## src/verilog/prsp_params.svh

```systemverilog
`ifndef PRSP_PARAMS_SVH
`define PRSP_PARAMS_SVH
// ---------------------------------------------------------------------------
// Register offsets
// ---------------------------------------------------------------------------
`define PRSP_OFS_CTRL      8'h00
`define PRSP_OFS_DATA      8'h04
`define PRSP_OFS_IRQ_STAT  8'h08
`define PRSP_OFS_IRQ_MASK  8'h0c
`define PRSP_OFS_DATA_DIR  8'h10
`define PRSP_OFS_CTL_PINS  8'h14
// ---------------------------------------------------------------------------
// Field positions
// ---------------------------------------------------------------------------
`define PRSP_BIT_IN_FULL   7
`define PRSP_BIT_OUT_FULL  6
`define PRSP_BIT_OVF       5
`define PRSP_BIT_MODE      4
`define PRSP_EV_WR         0
`define PRSP_EV_RD         1
`define PRSP_EV_OVF        2
`define PRSP_PIN_RD        0
`define PRSP_PIN_WR        1
`define PRSP_PIN_CS        2
`define PRSP_CTL_OUT_LSB   4
`define PRSP_CTL_IN_LSB    8
`define PRSP_UNIMPL_MSB    3
// ---------------------------------------------------------------------------
// Reset values and codes
// ---------------------------------------------------------------------------
`define PRSP_CTRL_RESET    8'h00
`define PRSP_DIR_RESET     8'hff
`define PRSP_CTLDIR_RESET  3'h7
`define PRSP_RESP_OKAY     2'h0
`define PRSP_RESP_SLVERR   2'h2
`endif

```

## src/verilog/prsp_pkg.sv

```systemverilog
package prsp_pkg;
  typedef logic [7:0]  prsp_byte_t;
  typedef logic [2:0]  prsp_ctl_t;
  typedef logic [2:0]  prsp_event_t;
  typedef logic [31:0] prsp_word_t;
endpackage : prsp_pkg

```

## src/verilog/prsp_slave_port.sv

```systemverilog
// The register offsets and the AXI4-Lite slave port were chosen for this implementation.
`timescale 1ns/100ps
// Summary of operation
// - Mode select bit set turns the 8-bit data port into a slave port.
// - In slave mode the three control pins are inputs: read, write, select.
// - A write happens when select and write strobe are first seen low.
// - A read happens when select and read strobe are first seen low.
// - The external processor writes an 8-bit input latch and reads a separate 8-bit output latch asynchronously.
// - Output-full bit 6 is set by a CPU write in slave mode, cleared by external read.
// - Clearing mode select returns data and control pins to plain I/O.
// - The four low bits of the control register read as zero.
`include "prsp_params.svh"
module prsp_slave_port (
  // Clock and reset
  input  wire logic                 ref_clk,
  input  wire logic                 reset,
  // AXI4-Lite write address and data
  input  wire logic [7:0]           awaddr,
  input  wire logic                 awvalid,
  output logic                      awready,
  input  wire logic [31:0]          wdata,
  input  wire logic [3:0]           wstrb,
  input  wire logic                 wvalid,
  output logic                      wready,
  // AXI4-Lite write response
  output logic [1:0]                bresp,
  output logic                      bvalid,
  input  wire logic                 bready,
  // AXI4-Lite read
  input  wire logic [7:0]           araddr,
  input  wire logic                 arvalid,
  output logic                      arready,
  output prsp_pkg::prsp_word_t      rdata,
  output logic [1:0]                rresp,
  output logic                      rvalid,
  input  wire logic                 rready,
  // Data port pins
  input  wire prsp_pkg::prsp_byte_t dataIn,
  output prsp_pkg::prsp_byte_t      dataOut,
  output prsp_pkg::prsp_byte_t      dataOe,
  // Control pins: bit 2 select, bit 1 write strobe, bit 0 read strobe, all low active
  input  wire prsp_pkg::prsp_ctl_t  ctlIn,
  output prsp_pkg::prsp_ctl_t       ctlOut,
  output prsp_pkg::prsp_ctl_t       ctlOe,
  // Interrupt
  output logic                      irq
);
  // ---------------------------------------------------------------------------
  // Pin synchronisers
  // ---------------------------------------------------------------------------
  prsp_pkg::prsp_byte_t dataS1_q, dataS2_q;
  prsp_pkg::prsp_ctl_t  ctlS1_q, ctlS2_q;
  logic                 wrActPrev_q, rdActPrev_q;

  always_ff @(posedge ref_clk or posedge reset) begin
    if (reset) begin
      dataS1_q <= 8'h00;
      dataS2_q <= 8'h00;
      ctlS1_q  <= `PRSP_CTLDIR_RESET;
      ctlS2_q  <= `PRSP_CTLDIR_RESET;
    end else begin
      dataS1_q <= dataIn;
      dataS2_q <= dataS1_q;
      ctlS1_q  <= ctlIn;
      ctlS2_q  <= ctlS1_q;
    end
  end

  // ---------------------------------------------------------------------------
  // Register state
  // ---------------------------------------------------------------------------
  logic                  mode_q, inFull_q, outFull_q, ovf_q;
  prsp_pkg::prsp_byte_t  inLatch_q, outLatch_q, dataDir_q;
  prsp_pkg::prsp_ctl_t   ctlDir_q, ctlLevel_q;
  prsp_pkg::prsp_event_t irqStat_q, irqMask_q;
  localparam prsp_pkg::prsp_byte_t CtrlReset = `PRSP_CTRL_RESET;

  // ---------------------------------------------------------------------------
  // Strobe decode
  // ---------------------------------------------------------------------------
  // Strobes are seen two cycles late; data passes the same two stages, so it lines up with the strobe edge.
  wire selLow  = ~ctlS2_q[`PRSP_PIN_CS];
  wire wrAct   = mode_q & selLow & ~ctlS2_q[`PRSP_PIN_WR];
  wire rdAct   = mode_q & selLow & ~ctlS2_q[`PRSP_PIN_RD];
  wire wrStart = wrAct & ~wrActPrev_q;
  wire rdStart = rdAct & ~rdActPrev_q;

  // ---------------------------------------------------------------------------
  // AXI4-Lite slave
  // ---------------------------------------------------------------------------
  logic       awGot_q, wGot_q, rdSelCtrl_q;
  logic [7:0] wAddr_q;
  logic [7:0] wByte_q;
  logic       wLane_q;

  wire awTake    = awvalid & awready;
  wire wTake     = wvalid & wready;
  wire arTake    = arvalid & arready;
  wire wrDo      = awGot_q & wGot_q & ~bvalid;
  wire wrHit     = wrDo & wLane_q;
  wire wCtrl     = wrHit & (wAddr_q == `PRSP_OFS_CTRL);
  wire wData     = wrHit & (wAddr_q == `PRSP_OFS_DATA);
  wire wStat     = wrHit & (wAddr_q == `PRSP_OFS_IRQ_STAT);
  wire wMask     = wrHit & (wAddr_q == `PRSP_OFS_IRQ_MASK);
  wire wDir      = wrHit & (wAddr_q == `PRSP_OFS_DATA_DIR);
  wire wCtlPins  = wrHit & (wAddr_q == `PRSP_OFS_CTL_PINS);
  wire wMapped   = (wAddr_q == `PRSP_OFS_CTRL) | (wAddr_q == `PRSP_OFS_DATA) |
                   (wAddr_q == `PRSP_OFS_IRQ_STAT) | (wAddr_q == `PRSP_OFS_IRQ_MASK) |
                   (wAddr_q == `PRSP_OFS_DATA_DIR) | (wAddr_q == `PRSP_OFS_CTL_PINS);
  wire rCtrl     = araddr == `PRSP_OFS_CTRL;
  wire rData     = araddr == `PRSP_OFS_DATA;
  wire rStat     = araddr == `PRSP_OFS_IRQ_STAT;
  wire rMask     = araddr == `PRSP_OFS_IRQ_MASK;
  wire rDir      = araddr == `PRSP_OFS_DATA_DIR;
  wire rCtlPins  = araddr == `PRSP_OFS_CTL_PINS;
  wire rMapped   = rCtrl | rData | rStat | rMask | rDir | rCtlPins;
  wire cpuDataRd = arTake & rData & mode_q;

  // Low nibble is tied off in the read word, so it always reads zero.
  wire prsp_pkg::prsp_byte_t ctrlView = {inFull_q, outFull_q, ovf_q, mode_q, 4'h0};
  wire prsp_pkg::prsp_byte_t dataView = mode_q ? inLatch_q : dataS2_q;
  wire prsp_pkg::prsp_word_t rdMux =
      rCtrl    ? {24'h000000, ctrlView} :
      rData    ? {24'h000000, dataView} :
      rStat    ? {29'h00000000, irqStat_q} :
      rMask    ? {29'h00000000, irqMask_q} :
      rDir     ? {24'h000000, dataDir_q} :
      rCtlPins ? {21'h000000, ctlS2_q, 1'b0, ctlLevel_q, 1'b0, ctlDir_q} : 32'h00000000;

  always_ff @(posedge ref_clk or posedge reset) begin
    if (reset) begin
      awready     <= 1'b1;
      wready      <= 1'b1;
      awGot_q     <= 1'b0;
      wGot_q      <= 1'b0;
      wAddr_q     <= 8'h00;
      wByte_q     <= 8'h00;
      wLane_q     <= 1'b0;
      bvalid      <= 1'b0;
      bresp       <= `PRSP_RESP_OKAY;
    end else begin
      if (awTake) begin
        awready <= 1'b0;
        awGot_q <= 1'b1;
        wAddr_q <= awaddr;
      end
      if (wTake) begin
        wready  <= 1'b0;
        wGot_q  <= 1'b1;
        wByte_q <= wdata[7:0];
        wLane_q <= wstrb[0];
      end
      if (wrDo) begin
        bvalid <= 1'b1;
        bresp  <= wMapped ? `PRSP_RESP_OKAY : `PRSP_RESP_SLVERR;
      end
      if (bvalid && bready) begin
        bvalid  <= 1'b0;
        awGot_q <= 1'b0;
        wGot_q  <= 1'b0;
        awready <= 1'b1;
        wready  <= 1'b1;
      end
    end
  end

  always_ff @(posedge ref_clk or posedge reset) begin
    if (reset) begin
      arready     <= 1'b1;
      rvalid      <= 1'b0;
      rdata       <= 32'h00000000;
      rresp       <= `PRSP_RESP_OKAY;
      rdSelCtrl_q <= 1'b0;
    end else if (arTake) begin
      arready     <= 1'b0;
      rvalid      <= 1'b1;
      rdata       <= rdMux;
      rresp       <= rMapped ? `PRSP_RESP_OKAY : `PRSP_RESP_SLVERR;
      rdSelCtrl_q <= rCtrl;
    end else if (rvalid && rready) begin
      rvalid  <= 1'b0;
      arready <= 1'b1;
    end
  end

  // ---------------------------------------------------------------------------
  // Slave port flags and latches
  // ---------------------------------------------------------------------------
  // The last write wins: hardware sets beat same-cycle clears, except output-full, where the external read clear beats a CPU write.
  prsp_pkg::prsp_event_t evNow;
  assign evNow = {wrStart & inFull_q, rdStart, wrStart};

  always_ff @(posedge ref_clk or posedge reset) begin
    if (reset) begin
      wrActPrev_q <= 1'b0;
      rdActPrev_q <= 1'b0;
      mode_q      <= CtrlReset[`PRSP_BIT_MODE];
      inFull_q    <= 1'b0;
      outFull_q   <= 1'b0;
      ovf_q       <= 1'b0;
      inLatch_q   <= 8'h00;
      outLatch_q  <= 8'h00;
      dataDir_q   <= `PRSP_DIR_RESET;
      ctlDir_q    <= `PRSP_CTLDIR_RESET;
      ctlLevel_q  <= 3'h0;
      irqStat_q   <= 3'h0;
      irqMask_q   <= 3'h0;
    end else begin
      wrActPrev_q <= wrAct;
      rdActPrev_q <= rdAct;
      if (wCtrl) begin
        mode_q <= wByte_q[`PRSP_BIT_MODE];
        if (!wByte_q[`PRSP_BIT_OVF]) begin
          ovf_q <= 1'b0;
        end
      end
      if (wData) begin
        outLatch_q <= wByte_q;
        outFull_q  <= mode_q;
      end
      if (wDir) begin
        dataDir_q <= wByte_q;
      end
      if (wCtlPins) begin
        ctlDir_q   <= wByte_q[2:0];
        ctlLevel_q <= wByte_q[`PRSP_CTL_OUT_LSB +: 3];
      end
      if (wMask) begin
        irqMask_q <= wByte_q[2:0];
      end
      if (cpuDataRd) begin
        inFull_q <= 1'b0;
      end
      if (rdStart) begin
        outFull_q <= 1'b0;
      end
      if (wrStart) begin
        inLatch_q <= dataS2_q;
        inFull_q  <= 1'b1;
        if (inFull_q) begin
          ovf_q <= 1'b1;
        end
      end
      irqStat_q <= (irqStat_q & ~(wStat ? wByte_q[2:0] : 3'h0)) | evNow;
    end
  end

  // ---------------------------------------------------------------------------
  // Pin drivers and interrupt
  // ---------------------------------------------------------------------------
  always_ff @(posedge ref_clk or posedge reset) begin
    if (reset) begin
      dataOut <= 8'h00;
      dataOe  <= 8'h00;
      ctlOut  <= 3'h0;
      ctlOe   <= 3'h0;
      irq     <= 1'b0;
    end else begin
      dataOut <= outLatch_q;
      dataOe  <= mode_q ? {8{rdAct}} : ~dataDir_q;
      ctlOut  <= ctlLevel_q;
      ctlOe   <= mode_q ? 3'h0 : ~ctlDir_q;
      irq     <= |(irqStat_q & irqMask_q);
    end
  end

  // ---------------------------------------------------------------------------
  // Checks
  // ---------------------------------------------------------------------------
  chk_mode_gates_strobes: assert property (@(posedge ref_clk) disable iff (reset)
    !mode_q |=> $stable(inFull_q) && $stable(inLatch_q)) else $error("strobe seen outside slave mode");
  chk_ctl_pins_input: assert property (@(posedge ref_clk) disable iff (reset)
    mode_q ##1 mode_q |-> ctlOe == 3'h0) else $error("control pin driven in slave mode");
  chk_write_captures: assert property (@(posedge ref_clk) disable iff (reset)
    wrStart |=> inFull_q && inLatch_q == $past(dataS2_q)) else $error("external write lost");
  chk_read_empties: assert property (@(posedge ref_clk) disable iff (reset)
    rdStart && !wData |=> !outFull_q) else $error("external read left output full");
  chk_read_drives_bus: assert property (@(posedge ref_clk) disable iff (reset)
    rdAct |=> dataOe == 8'hff && dataOut == $past(outLatch_q)) else $error("read data not driven");
  chk_cpu_fills_out: assert property (@(posedge ref_clk) disable iff (reset)
    wData && mode_q && !rdStart |=> outFull_q ##0 outLatch_q == $past(wByte_q)) else $error("output full not set");
  chk_gpio_restores: assert property (@(posedge ref_clk) disable iff (reset)
    !mode_q |=> dataOe == ~$past(dataDir_q) && ctlOe == ~$past(ctlDir_q)) else $error("pins not plain I/O");
  chk_unimpl_zero: assert property (@(posedge ref_clk) disable iff (reset)
    rvalid && rdSelCtrl_q |-> rdata[`PRSP_UNIMPL_MSB:0] == 4'h0) else $error("low nibble not zero");
  chk_cpu_read_clears: assert property (@(posedge ref_clk) disable iff (reset)
    cpuDataRd && !wrStart |=> !inFull_q) else $error("input full not cleared");
  chk_overflow_sticky: assert property (@(posedge ref_clk) disable iff (reset)
    (wrStart && inFull_q) or (ovf_q && !(wCtrl && !wByte_q[`PRSP_BIT_OVF])) |=> ovf_q)
    else $error("overflow flag dropped");
  chk_read_releases: assert property (@(posedge ref_clk) disable iff (reset)
    mode_q && !rdAct |=> dataOe == 8'h00) else $error("data port driven without a read");
  chk_overflow_sets: assert property (@(posedge ref_clk) disable iff (reset)
    wrStart && inFull_q |=> ovf_q && irqStat_q[`PRSP_EV_OVF]) else $error("overflow not flagged");
  chk_overflow_clears: assert property (@(posedge ref_clk) disable iff (reset)
    wCtrl && !wByte_q[`PRSP_BIT_OVF] && !wrStart |=> !ovf_q) else $error("overflow not cleared");
  chk_write_event: assert property (@(posedge ref_clk) disable iff (reset)
    wrStart |=> irqStat_q[`PRSP_EV_WR]) else $error("write event not flagged");
  chk_read_event: assert property (@(posedge ref_clk) disable iff (reset)
    rdStart |=> irqStat_q[`PRSP_EV_RD]) else $error("read event not flagged");
endmodule : prsp_slave_port
```

## config.mk

```make
export PLATFORM = sky130hd
export DESIGN_NAME = prsp_slave_port
export DESIGN_NICKNAME = d
export VERILOG_FILES = /design/src/verilog/prsp_pkg.sv /design/src/verilog/prsp_slave_port.sv
export VERILOG_INCLUDE_DIRS = /design/src /design/src/verilog
export SDC_FILE = /design/constraint.sdc
export NUM_CORES = 1
export LEC_CHECK = 0
export BUFFER_PORTS_ARGS = -buffer_cell sky130_fd_sc_hd__buf_2
export CAP_MARGIN = 25
export CORE_ASPECT_RATIO = 1.25
export CORE_UTILIZATION = 56
export CTS_CLUSTER_SIZE = 20
export DETAILED_ROUTE_END_ITERATION = 10
export MAX_ROUTING_LAYER = met4
export PLACE_DENSITY = 0.86
export SYNTH_ARGS = -nofsm -noshare
export SYNTH_HDL_FRONTEND = slang
export SYNTH_SLANG_ARGS = --single-unit
export TNS_END_PERCENT = 10
```

## constraint.sdc

```tcl
create_clock -name ref_clk -period 5.9 [get_ports ref_clk]
set_clock_uncertainty 0.05 [all_clocks]
set_input_delay 0 -clock ref_clk [delete_from_list [all_inputs] [get_ports ref_clk]]
set_output_delay 0 -clock ref_clk [all_outputs]
set_load 0.01 [all_outputs]
```

==> flow_metrics.env, run 1 <==
export IMPL_crit_path_end="rdata[0]"
export IMPL_cts_root_buf="clkbuf_8"
export IMPL_cts_hold_buf=49
export IMPL_drc=0
export IMPL_synth_area_leaders="dfrtp_1 54%, mux2_2 13%, dfstp_2 11%"
export IMPL_synth_simple_area_share=0.0793
export IMPL_pin_count=134
export IMPL_cp_startpoint="araddr[5]"
export IMPL_cts_tree="done"
export IMPL_r2r_end="rdata[0]"
export IMPL_critPathKind="input pin to register"
export IMPL_grt_max_degree=88
export IMPL_synth_compound_area_frac=0.0652
export IMPL_cts_buffers=17
export IMPL_synth_xor_area_share=0
export IMPL_synth_avg_cell_area_sq_um=13.9
export IMPL_synthArstFlopShare=1.00
export IMPL_htree_levels=4
export IMPL_cp_arrival_ps=3240
export IMPL_clkTransAtPathRegs_ps=50
export IMPL_rsz0062_at_grt="no"
export IMPL_vdd_ir_drop_max_uv=276
export IMPL_ff2ff_path_depth=5
export IMPL_gp_congestion=0.943
export IMPL_yosysMostFrequentCell="dfrtp_1"
export IMPL_yosysSeqAreaShare=0.644
export IMPL_clock_sinks=124
export IMPL_die_w_um=85.3
export IMPL_hold_viol=0
export IMPL_hpwl_mm=6.13
export IMPL_clkLatencyLatePin_ps=510
export IMPL_final_nets=561
export IMPL_area_growth_synth_to_final_pct=32.4
export IMPL_drv_slew=0
export IMPL_reg2reg_from="arready"
export IMPL_synthFlopType="dfrtp_1"
export IMPL_post_cts_buffers=0
export IMPL_finalCriticalPeriod_ps=2850
export IMPL_muxShareOfSynthArea=0.158
export IMPL_ant_nets=0
export IMPL_routed_via_count=3308
export IMPL_setup_viol=0
export IMPL_detail_route_wl_per_cell_um=17.6
export IMPL_antenna_found_initial=0
export IMPL_synth_top_family_by_area="multiplexers"
export IMPL_cp_start_kind="input pin"
export IMPL_relSlewSlack=0.409
export IMPL_status="completed"
export IMPL_power_density_nw_per_um2=419
export IMPL_setup_tns_ps=0
export IMPL_post_synth_num_cell_types=44
export IMPL_grt_first_pass_wirelength_mm=16.9
export IMPL_synth_adder_area_share=0
export IMPL_clockBufferDepth=2
export IMPL_crit_fanout=5
export IMPL_cts_repair_resized=0
export IMPL_grt_pass1_vias=3379
export IMPL_diodes=0
export IMPL_clock_fmax_mhz=351
export IMPL_ys_seq_elements=124
export IMPL_hold_class="input pin to register"
export IMPL_layout_drive_gt1_share=0.407
export IMPL_synth_edff_count=0
export IMPL_worstMarginPinSlew_ps=886
export IMPL_grt_use_total=0.262
export IMPL_io_buffers=83
export IMPL_worstPathRequired_ps=6290
export IMPL_r2r_slack_ps=3420
export IMPL_netlist_top_cell_by_area="dfrtp_1"
export IMPL_drt_vias_per_instance=5.50
export IMPL_core_sq_um=8330
export IMPL_wl_mm=10.6
export IMPL_grt_overflow=0
export IMPL_postSynthCellCount=350
export IMPL_endpoint_kind="register"
export IMPL_drt_iter0_drc=186
export IMPL_synth_top_area_frac=0.536
export IMPL_initial_utilization=0.583
export IMPL_totalPowerFinal_mw=2.70
export IMPL_dr_pass1_iters=4
export IMPL_fin_crit_sh=0.483
export IMPL_fp_dieArea_sq_um=9050
export IMPL_syn_area_sq_um=4860
export IMPL_std_cell_rows=37
export IMPL_die_h_um=106
export IMPL_yosys_warnings=0
export IMPL_leakagePower_nw=3.07
export IMPL_cap_viol_max_count=0
export IMPL_synthTopCellsByCount="104 x dfrtp_1, 54 x mux2_2, 23 x buf_4, 20 x dfstp_2, 20 x nand2_1"
==> critical path, stage by stage <==
cell           delay [ps]
dlygate4sd3_1         550
buf_2                 160
or4b_2                680
nor4_2                320
dlygate4sd3_1         710
a22oi_1                90
a21oi_1               160
dlygate4sd3_1         560
==> registers in the layout (all words and copies together) (netlist names), 8 cells and up <==
register	count
rdata	11
dataDir_q	8
dataOe	8
dataOut	8
dataS1_q	8
dataS2_q	8
inLatch_q	8
outLatch_q	8
wAddr_q	8
wByte_q	8
==> how the worst min path moves through the flow <==
stage / startpoint / end / slack, ps / cells past startpoint
2_1_floorplan: ctlIn[0] / ctlS1_q[0] / -50 / 0
3_3_place_gp: reset / dataOut[0] / -10 / 2
3_5_place_dp: reset / dataOut[0] / -7 / 2
4_1_cts: araddr[6] / rdata[5] / 1 / 4
5_1_grt: araddr[7] / rdata[5] / 40 / 4
6_report: araddr[6] / rdata[5] / 20 / 4
==> final cells by class <==
class	count	area, sq um
multi-input cells	203	1550
well taps	97	121
fillers	465	1900
flip-flops and latches	124	3130
repair buffers	135	948
clock buffers	20	445
inverters	10	40.0
clock inverters	12	193
==> kinds of logic after synthesis <==
logic type / Yosys count
AOI/OAI and AO/OA: 50
buffers and inverters: 45
DFF: 124
muxes: 66
other: 1
and+or+nand+nor: 64
==> metal layers <==
layer	track usage	vias to the layer above	share of wire
met5	-	-	0
met3	0.0753	20	0.056
met4	0.100	0	0.018
met1	0.283	1662	0.38
li1	-	1488	-
met2	0.457	138	0.55
==> layout by cell type, fill, tap and decap left out, types with 2 or more instances in the layout <==
cell type      count
nor4_1             2
a22o_1             4
dfstp_2           20
a211oi_1           2
clkbuf_8           3
buf_2             83
nand3_1            6
inv_1              9
nand2b_1           3
a221oi_1           2
clkbuf_16         16
a21oi_1            9
dfrtp_1          104
clkinv_2           4
or4_1              3
or4_4              2
mux2i_1            9
clkinvlp_4         3
a21o_1             4
a31oi_1            3
nand2_1           20
nand3b_1           2
bufinv_16          5
mux2_2            54
o22ai_1            7
o21ai_0           15
nor3_1             5
buf_4              2
nor2b_1            4
nor2_1             6
dlygate4sd3_1     49
conb_1            23
mux4_2             3
==> through the flow <==
stage,instance area [sq um],utilization,worst slack [ps],instances,hold slack [ps]
floorplan,4940,-,2580,372,-45.5
global placement,5270,0.633,3650,519,-13.1
detailed placement,5270,0.633,3610,519,-6.51
CTS,6400,0.768,3130,600,1.24
global route,6430,0.772,3000,601,39.4
finish,6430,0.772,3050,601,23.6
==> where the power goes <==
group	switching, mW	internal (mW)	total, mW
clock	0.356	0.747	1.10
combinational	0.187	0.217	0.404
sequential	0.160	1.03	1.19
total	0.702	2.00	2.70
Power figures use the tool's default switching activity.
==> inputs of run 2 (changes only) <==
CORE_UTILIZATION = 47   (was 56)
PLACE_DENSITY = 0.77   (was 0.86)
clock period = 2.4 ns   (was 5.9 ns; I/O delays follow)
==> run 2 against run 1 <==
Wire length shrank 5.4%; clock power grew 140%; cell area shrank 0.18%; utilization shrank 13 points; critical path type is now register to register; the flow now finishes with violations (hold timing).
==> flow_metrics.env, run 2 (synthesized netlist as in run 1, its figures left out) <==
export IMPL_rsz0062_at_grt="no"
export IMPL_violations="hold timing"
export IMPL_setup_viol=0
export IMPL_clkLatencyLatePin_ps=410
export IMPL_io_buffers=83
export IMPL_hpwl_mm=6.59
export IMPL_leakagePower_nw=3.05
export IMPL_ant_nets=0
export IMPL_pin_count=134
export IMPL_top_register="rdata"
export IMPL_die_h_um=116
export IMPL_instances_no_fill=628
export IMPL_cts_root_buf="clkbuf_16"
export IMPL_cap_viol_max_count=0
export IMPL_clkTransAtPathRegs_ps=50
export IMPL_totalPowerFinal_mw=6.58
export IMPL_endpoint_kind="register"
export IMPL_fp_dieArea_sq_um=10700
export IMPL_setup_slack_ps=115
export IMPL_fill_cells=784
export IMPL_path_common_cell="or4_4"
export IMPL_wl_mm=9.98
export IMPL_final_nets=556
export IMPL_area_growth_synth_to_final_pct=32.1
export IMPL_grt_max_degree=46
export IMPL_cts_tree="done"
export IMPL_grt_use_total=0.209
export IMPL_crit_slowest_cell="or4_4"
export IMPL_antenna_found_initial=0
export IMPL_worstPathRequired_ps=2640
export IMPL_cts_buffers=17
export IMPL_place_ws_ps=138
export IMPL_drv_slew=0
export IMPL_postPlaceCellArea_sq_um=5370
export IMPL_final_area_sq_um=6420
export IMPL_detail_route_wl_per_cell_um=15.9
export IMPL_core_sq_um=10100
export IMPL_final_cell_mix="104 x dfrtp_1, 83 x buf_2, 54 x mux2_2"
export IMPL_vdd_ir_drop_max_uv=573
export IMPL_dp_cells=555
export IMPL_hold_class="input pin to register"
export IMPL_layout_drive_gt1_share=0.417
export IMPL_grt_first_pass_wirelength_mm=15.9
export IMPL_diodes=0
export IMPL_routed_via_count=3223
export IMPL_cp_start_kind="register"
export IMPL_gp_congestion=0.840
export IMPL_clockBufferDepth=2
export IMPL_dr_pass1_iters=5
export IMPL_r2r_slack_ps=120
export IMPL_initial_utilization=0.483
export IMPL_cp_arrival_ps=2530
export IMPL_worstMarginPinSlew_ps=842
export IMPL_largest_reg_flops=11
export IMPL_grt_overflow=0
export IMPL_finalCriticalPeriod_ps=2280
export IMPL_final_core_util=0.638
export IMPL_cp_slowest_stage_delay_ps=580
export IMPL_fin_crit_sh=0.952
export IMPL_power_density_nw_per_um2=1020
export IMPL_whs_ps=-21.3
export IMPL_crit_chain="or4_4 -> or4_4 -> nor4_1 -> mux2_2"
export IMPL_crit_fanout=4
export IMPL_drt_iter0_drc=257
export IMPL_critPathKind="register to register"
export IMPL_clock_fmax_mhz=438
export IMPL_layout_commonest_cell="dfrtp_1"
export IMPL_hold_viol=3
export IMPL_setup_tns_ps=0
export IMPL_htree_levels=4
export IMPL_relSlewSlack=0.438
export IMPL_post_cts_buffers=0
export IMPL_clock_sinks=124
export IMPL_drc=0
export IMPL_grt_pass1_vias=3281
export IMPL_drt_vias_per_instance=5.13
export IMPL_status="finished, violations left"
export IMPL_std_cell_rows=41
export IMPL_die_w_um=92.9
## run 2: path summary, 6_finish.rpt
kind,startpoint,end,cells past startpoint
worst max-delay path,wAddr_q[1],mode_q,4
worst min register to register,dataS1_q[5],dataS2_q[5],0
worst min-delay path,araddr[6],rdata[8],5
max in group asynchronous,reset,dataDir_q[2],4
min in group asynchronous,reset,dataOut[1],3
worst max register to register,wAddr_q[1],mode_q,4
## run 2: critical path, delay by kind of cell, from the launching register on
family,cells,cell delay [ps]
flops,1,380
mux,1,370
simple gates,3,1370
## run 2: final cells by class
type	instances	area, sq um	share of cell area
Sequential cell	124	3130	0.487
Inverter	10	41.3	0.00643
Timing Repair Buffer	130	896	0.140
Multi-Input combinational cell	203	1560	0.243
Clock inverter	14	200	0.0312
Clock buffer	18	429	0.0669
Tap cell	129	161	0.0251
## run 2: repair_timing
item	CTS	global route
gates resized for setup	0	1
endpoints found under the hold margin	79	3
endpoints found under the setup margin	0	2
hold buffers	41	1
## run 2: per-layer routing
| metal | track usage | wire, um | share of wire | vias up |
|---|---|---|---|---|
| met5 | - | 0 | 0 | - |
| met4 | 0.121 | 305 | 0.031 | 0 |
| met3 | 0.0545 | 501 | 0.050 | 24 |
| met2 | 0.361 | 5490 | 0.55 | 113 |
| met1 | 0.214 | 3690 | 0.37 | 1611 |
| li1 | - | - | - | 1475 |
## run 2: power by group
part | total, mW | internal (mW) | switching (mW)
Clock | 2.69 | 1.82 | 0.870
Sequential | 2.91 | 2.54 | 0.375
Combinational | 0.971 | 0.523 | 0.448
==> inputs of run 3 (changes only) <==
--- a/config.mk
+++ b/config.mk
@@ -15,4 +15,5 @@
 export MAX_ROUTING_LAYER = met4
 export PLACE_DENSITY = 0.77
+export REMOVE_ABC_BUFFERS = 1
 export SYNTH_ARGS = -nofsm -noshare
 export SYNTH_HDL_FRONTEND = slang
--- a/constraint.sdc
+++ b/constraint.sdc
@@ -3,3 +3,3 @@
 set_input_delay 0 -clock ref_clk [delete_from_list [all_inputs] [get_ports ref_clk]]
 set_output_delay 0 -clock ref_clk [all_outputs]
-set_load 0.01 [all_outputs]
+set_load 0.005 [all_outputs]
==> run 3 against run 2 <==
Largest power group unchanged; via count increased by 0.37%; sequential share of layout area is essentially flat; final cell count up 0.16%; largest cell class unchanged; the run now ends clean; highest routed layer unchanged.
==> flow_metrics.env, run 3 (synthesized netlist as in run 1, its figures left out) <==
export IMPL_r2r_slack_ps=140
export IMPL_setup_viol=0
export IMPL_hold_class="input pin to register"
export IMPL_die_h_um=116
export IMPL_final_nets=557
export IMPL_fill_cells=742
export IMPL_final_cell_mix="104 x dfrtp_1, 83 x buf_2, 54 x mux2_2"
export IMPL_instances_no_fill=629
export IMPL_grt_use_total=0.213
export IMPL_core_sq_um=10100
export IMPL_whs_ps=103
export IMPL_std_cell_rows=41
export IMPL_htree_levels=4
export IMPL_crit_family="buffers and inverters"
export IMPL_largest_reg_flops=11
export IMPL_min_to="rdata[7]"
export IMPL_clkTransAtPathRegs_ps=50
export IMPL_io_buffers=83
export IMPL_worstMarginPinSlew_ps=697
export IMPL_wl_mm=10.3
export IMPL_cap_viol_max_count=0
export IMPL_layout_drive_gt1_share=0.412
export IMPL_hold_viol=0
export IMPL_vdd_ir_drop_max_uv=654
export IMPL_layout_commonest_cell="dfrtp_1"
export IMPL_drt_iter0_drc=205
export IMPL_cts_root_buf="clkbuf_16"
export IMPL_grt_max_degree=82
export IMPL_post_cts_buffers=0
export IMPL_critPathBufInv=3
export IMPL_cp_start_kind="input pin"
export IMPL_power_density_nw_per_um2=1020
export IMPL_clkLatencyLatePin_ps=410
export IMPL_status="completed"
export IMPL_path_common_cell="dlygate4sd3_1"
export IMPL_hpwl_mm=6.65
export IMPL_crit_chain="dlygate4sd3_1 -> buf_2 -> or4b_2 -> nor4_4 -> dlygate4sd3_1 -> a22oi_1 -> a21oi_1"
export IMPL_grt_overflow=0
export IMPL_detail_route_wl_per_cell_um=16.4
export IMPL_worstHoldStart="araddr[2]"
export IMPL_crit_fanout=5
export IMPL_endpoint_kind="register"
export IMPL_gp_congestion=0.861
export IMPL_grt_first_pass_wirelength_mm=16.3
export IMPL_critPathKind="input pin to register"
export IMPL_worstPathRequired_ps=2680
export IMPL_place_ws_ps=152
export IMPL_cts_tree="done"
export IMPL_fp_dieArea_sq_um=10700
export IMPL_finalCriticalPeriod_ps=2340
export IMPL_top_register="rdata"
export IMPL_pin_count=134
export IMPL_drt_vias_per_instance=5.14
export IMPL_clock_fmax_mhz=428
export IMPL_grt_pass1_vias=3298
export IMPL_ff2ff_path_depth=4
export IMPL_area_growth_synth_to_final_pct=32.2
export IMPL_ff_latch_area_sq_um=3130
export IMPL_dp_cells=556
export IMPL_reg2reg_from="wAddr_q[1]"
export IMPL_drc=0
export IMPL_leakagePower_nw=3.06
export IMPL_crit_slowest_cell="dlygate4sd3_1"
export IMPL_cp_slowest_stage_delay_ps=720
export IMPL_relSlewSlack=0.532
export IMPL_clock_sinks=124
export IMPL_min_delay_path_depth=3
export IMPL_dr_pass1_iters=4
export IMPL_rsz0062_at_grt="no"
export IMPL_cts_buffers=17
export IMPL_diodes=0
export IMPL_initial_utilization=0.483
export IMPL_die_w_um=92.9
export IMPL_antenna_found_initial=0
export IMPL_routed_via_count=3235
export IMPL_ant_nets=0
export IMPL_r2r_end="dataDir_q[2]"
export IMPL_drv_slew=0
export IMPL_multi_input_area_sq_um=1560
export IMPL_fin_crit_sh=0.974
export IMPL_clockBufferDepth=2
export IMPL_cp_arrival_ps=2620
export IMPL_setup_slack_ps=62.3
==> run 3: cell count changes in the layout (fill, tap and decap cells not counted), sizes merged <==
| cell | change |
|---|---|
| buf | +1 |
| bufinv | -1 |
| clkbuf | +8 |
| clkinv | -5 |
| clkinvlp | -3 |
| inv | +1 |
==> run 3: layer usage <==
layer  GRT usage  share of wire  vias to the layer above
li1            -              -                     1477
met1       0.239           0.40                     1615
met2       0.350           0.52                      116
met3      0.0597          0.055                       27
met4       0.104          0.024                        0
met5           -              0                        -
==> run 3: report_power, final <==
part	switching [mW]	internal (mW)	total [mW]
Combinational	0.387	0.516	0.904
Sequential	0.371	2.54	2.91
Clock	0.856	1.87	2.73
Total	1.61	4.93	6.54
==> run 3: stage by stage <==
step	power [mW]	cell area, sq um	TNS, ps	utilization
after floorplan	3.37	4720	-96070	-
after global placement	3.71	5360	0	0.533
after detailed placement	3.77	5360	0	0.533
after CTS	6.57	6410	0	0.638
after global routing	6.82	6420	0	0.639
final	6.54	6420	0	0.639
==> run 3: layout make-up <==
class / instances / share of cell area
clock buffer: 26 / 0.0793
timing repair buffer: 131 / 0.139
tap: 129 / 0.0251
multi-input combinational: 203 / 0.243
sequential: 124 / 0.487
inverter: 10 / 0.00623
clock inverter: 6 / 0.0203
==> run 3: what timing repair did <==
action                                 in CTS  in global routing
setup endpoints to repair                   0                  2
hold buffers                               41                  0
endpoints found under the hold margin      84                  0
resized for setup                           0                  1
==> run 3: worst reg2reg max path: stages (launching register included) <==
cell and delay (ps):
dfrtp_1 370, or4_4 580, nor3_1 370, nand2_1 410
mux2_2 410
==> run 3: how the worst max path moves through the flow <==
stage	startpoint	to	slack, ps	cells past startpoint
2_1_floorplan	reset	awGot_q	-920	1
3_3_place_gp	wAddr_q[1]	mode_q	180	4
3_5_place_dp	wAddr_q[1]	irqMask_q[1]	150	4
4_1_cts	araddr[5]	rdata[0]	6	7
5_1_grt	araddr[5]	rdata[0]	20	7
6_report	araddr[5]	rdata[0]	60	7
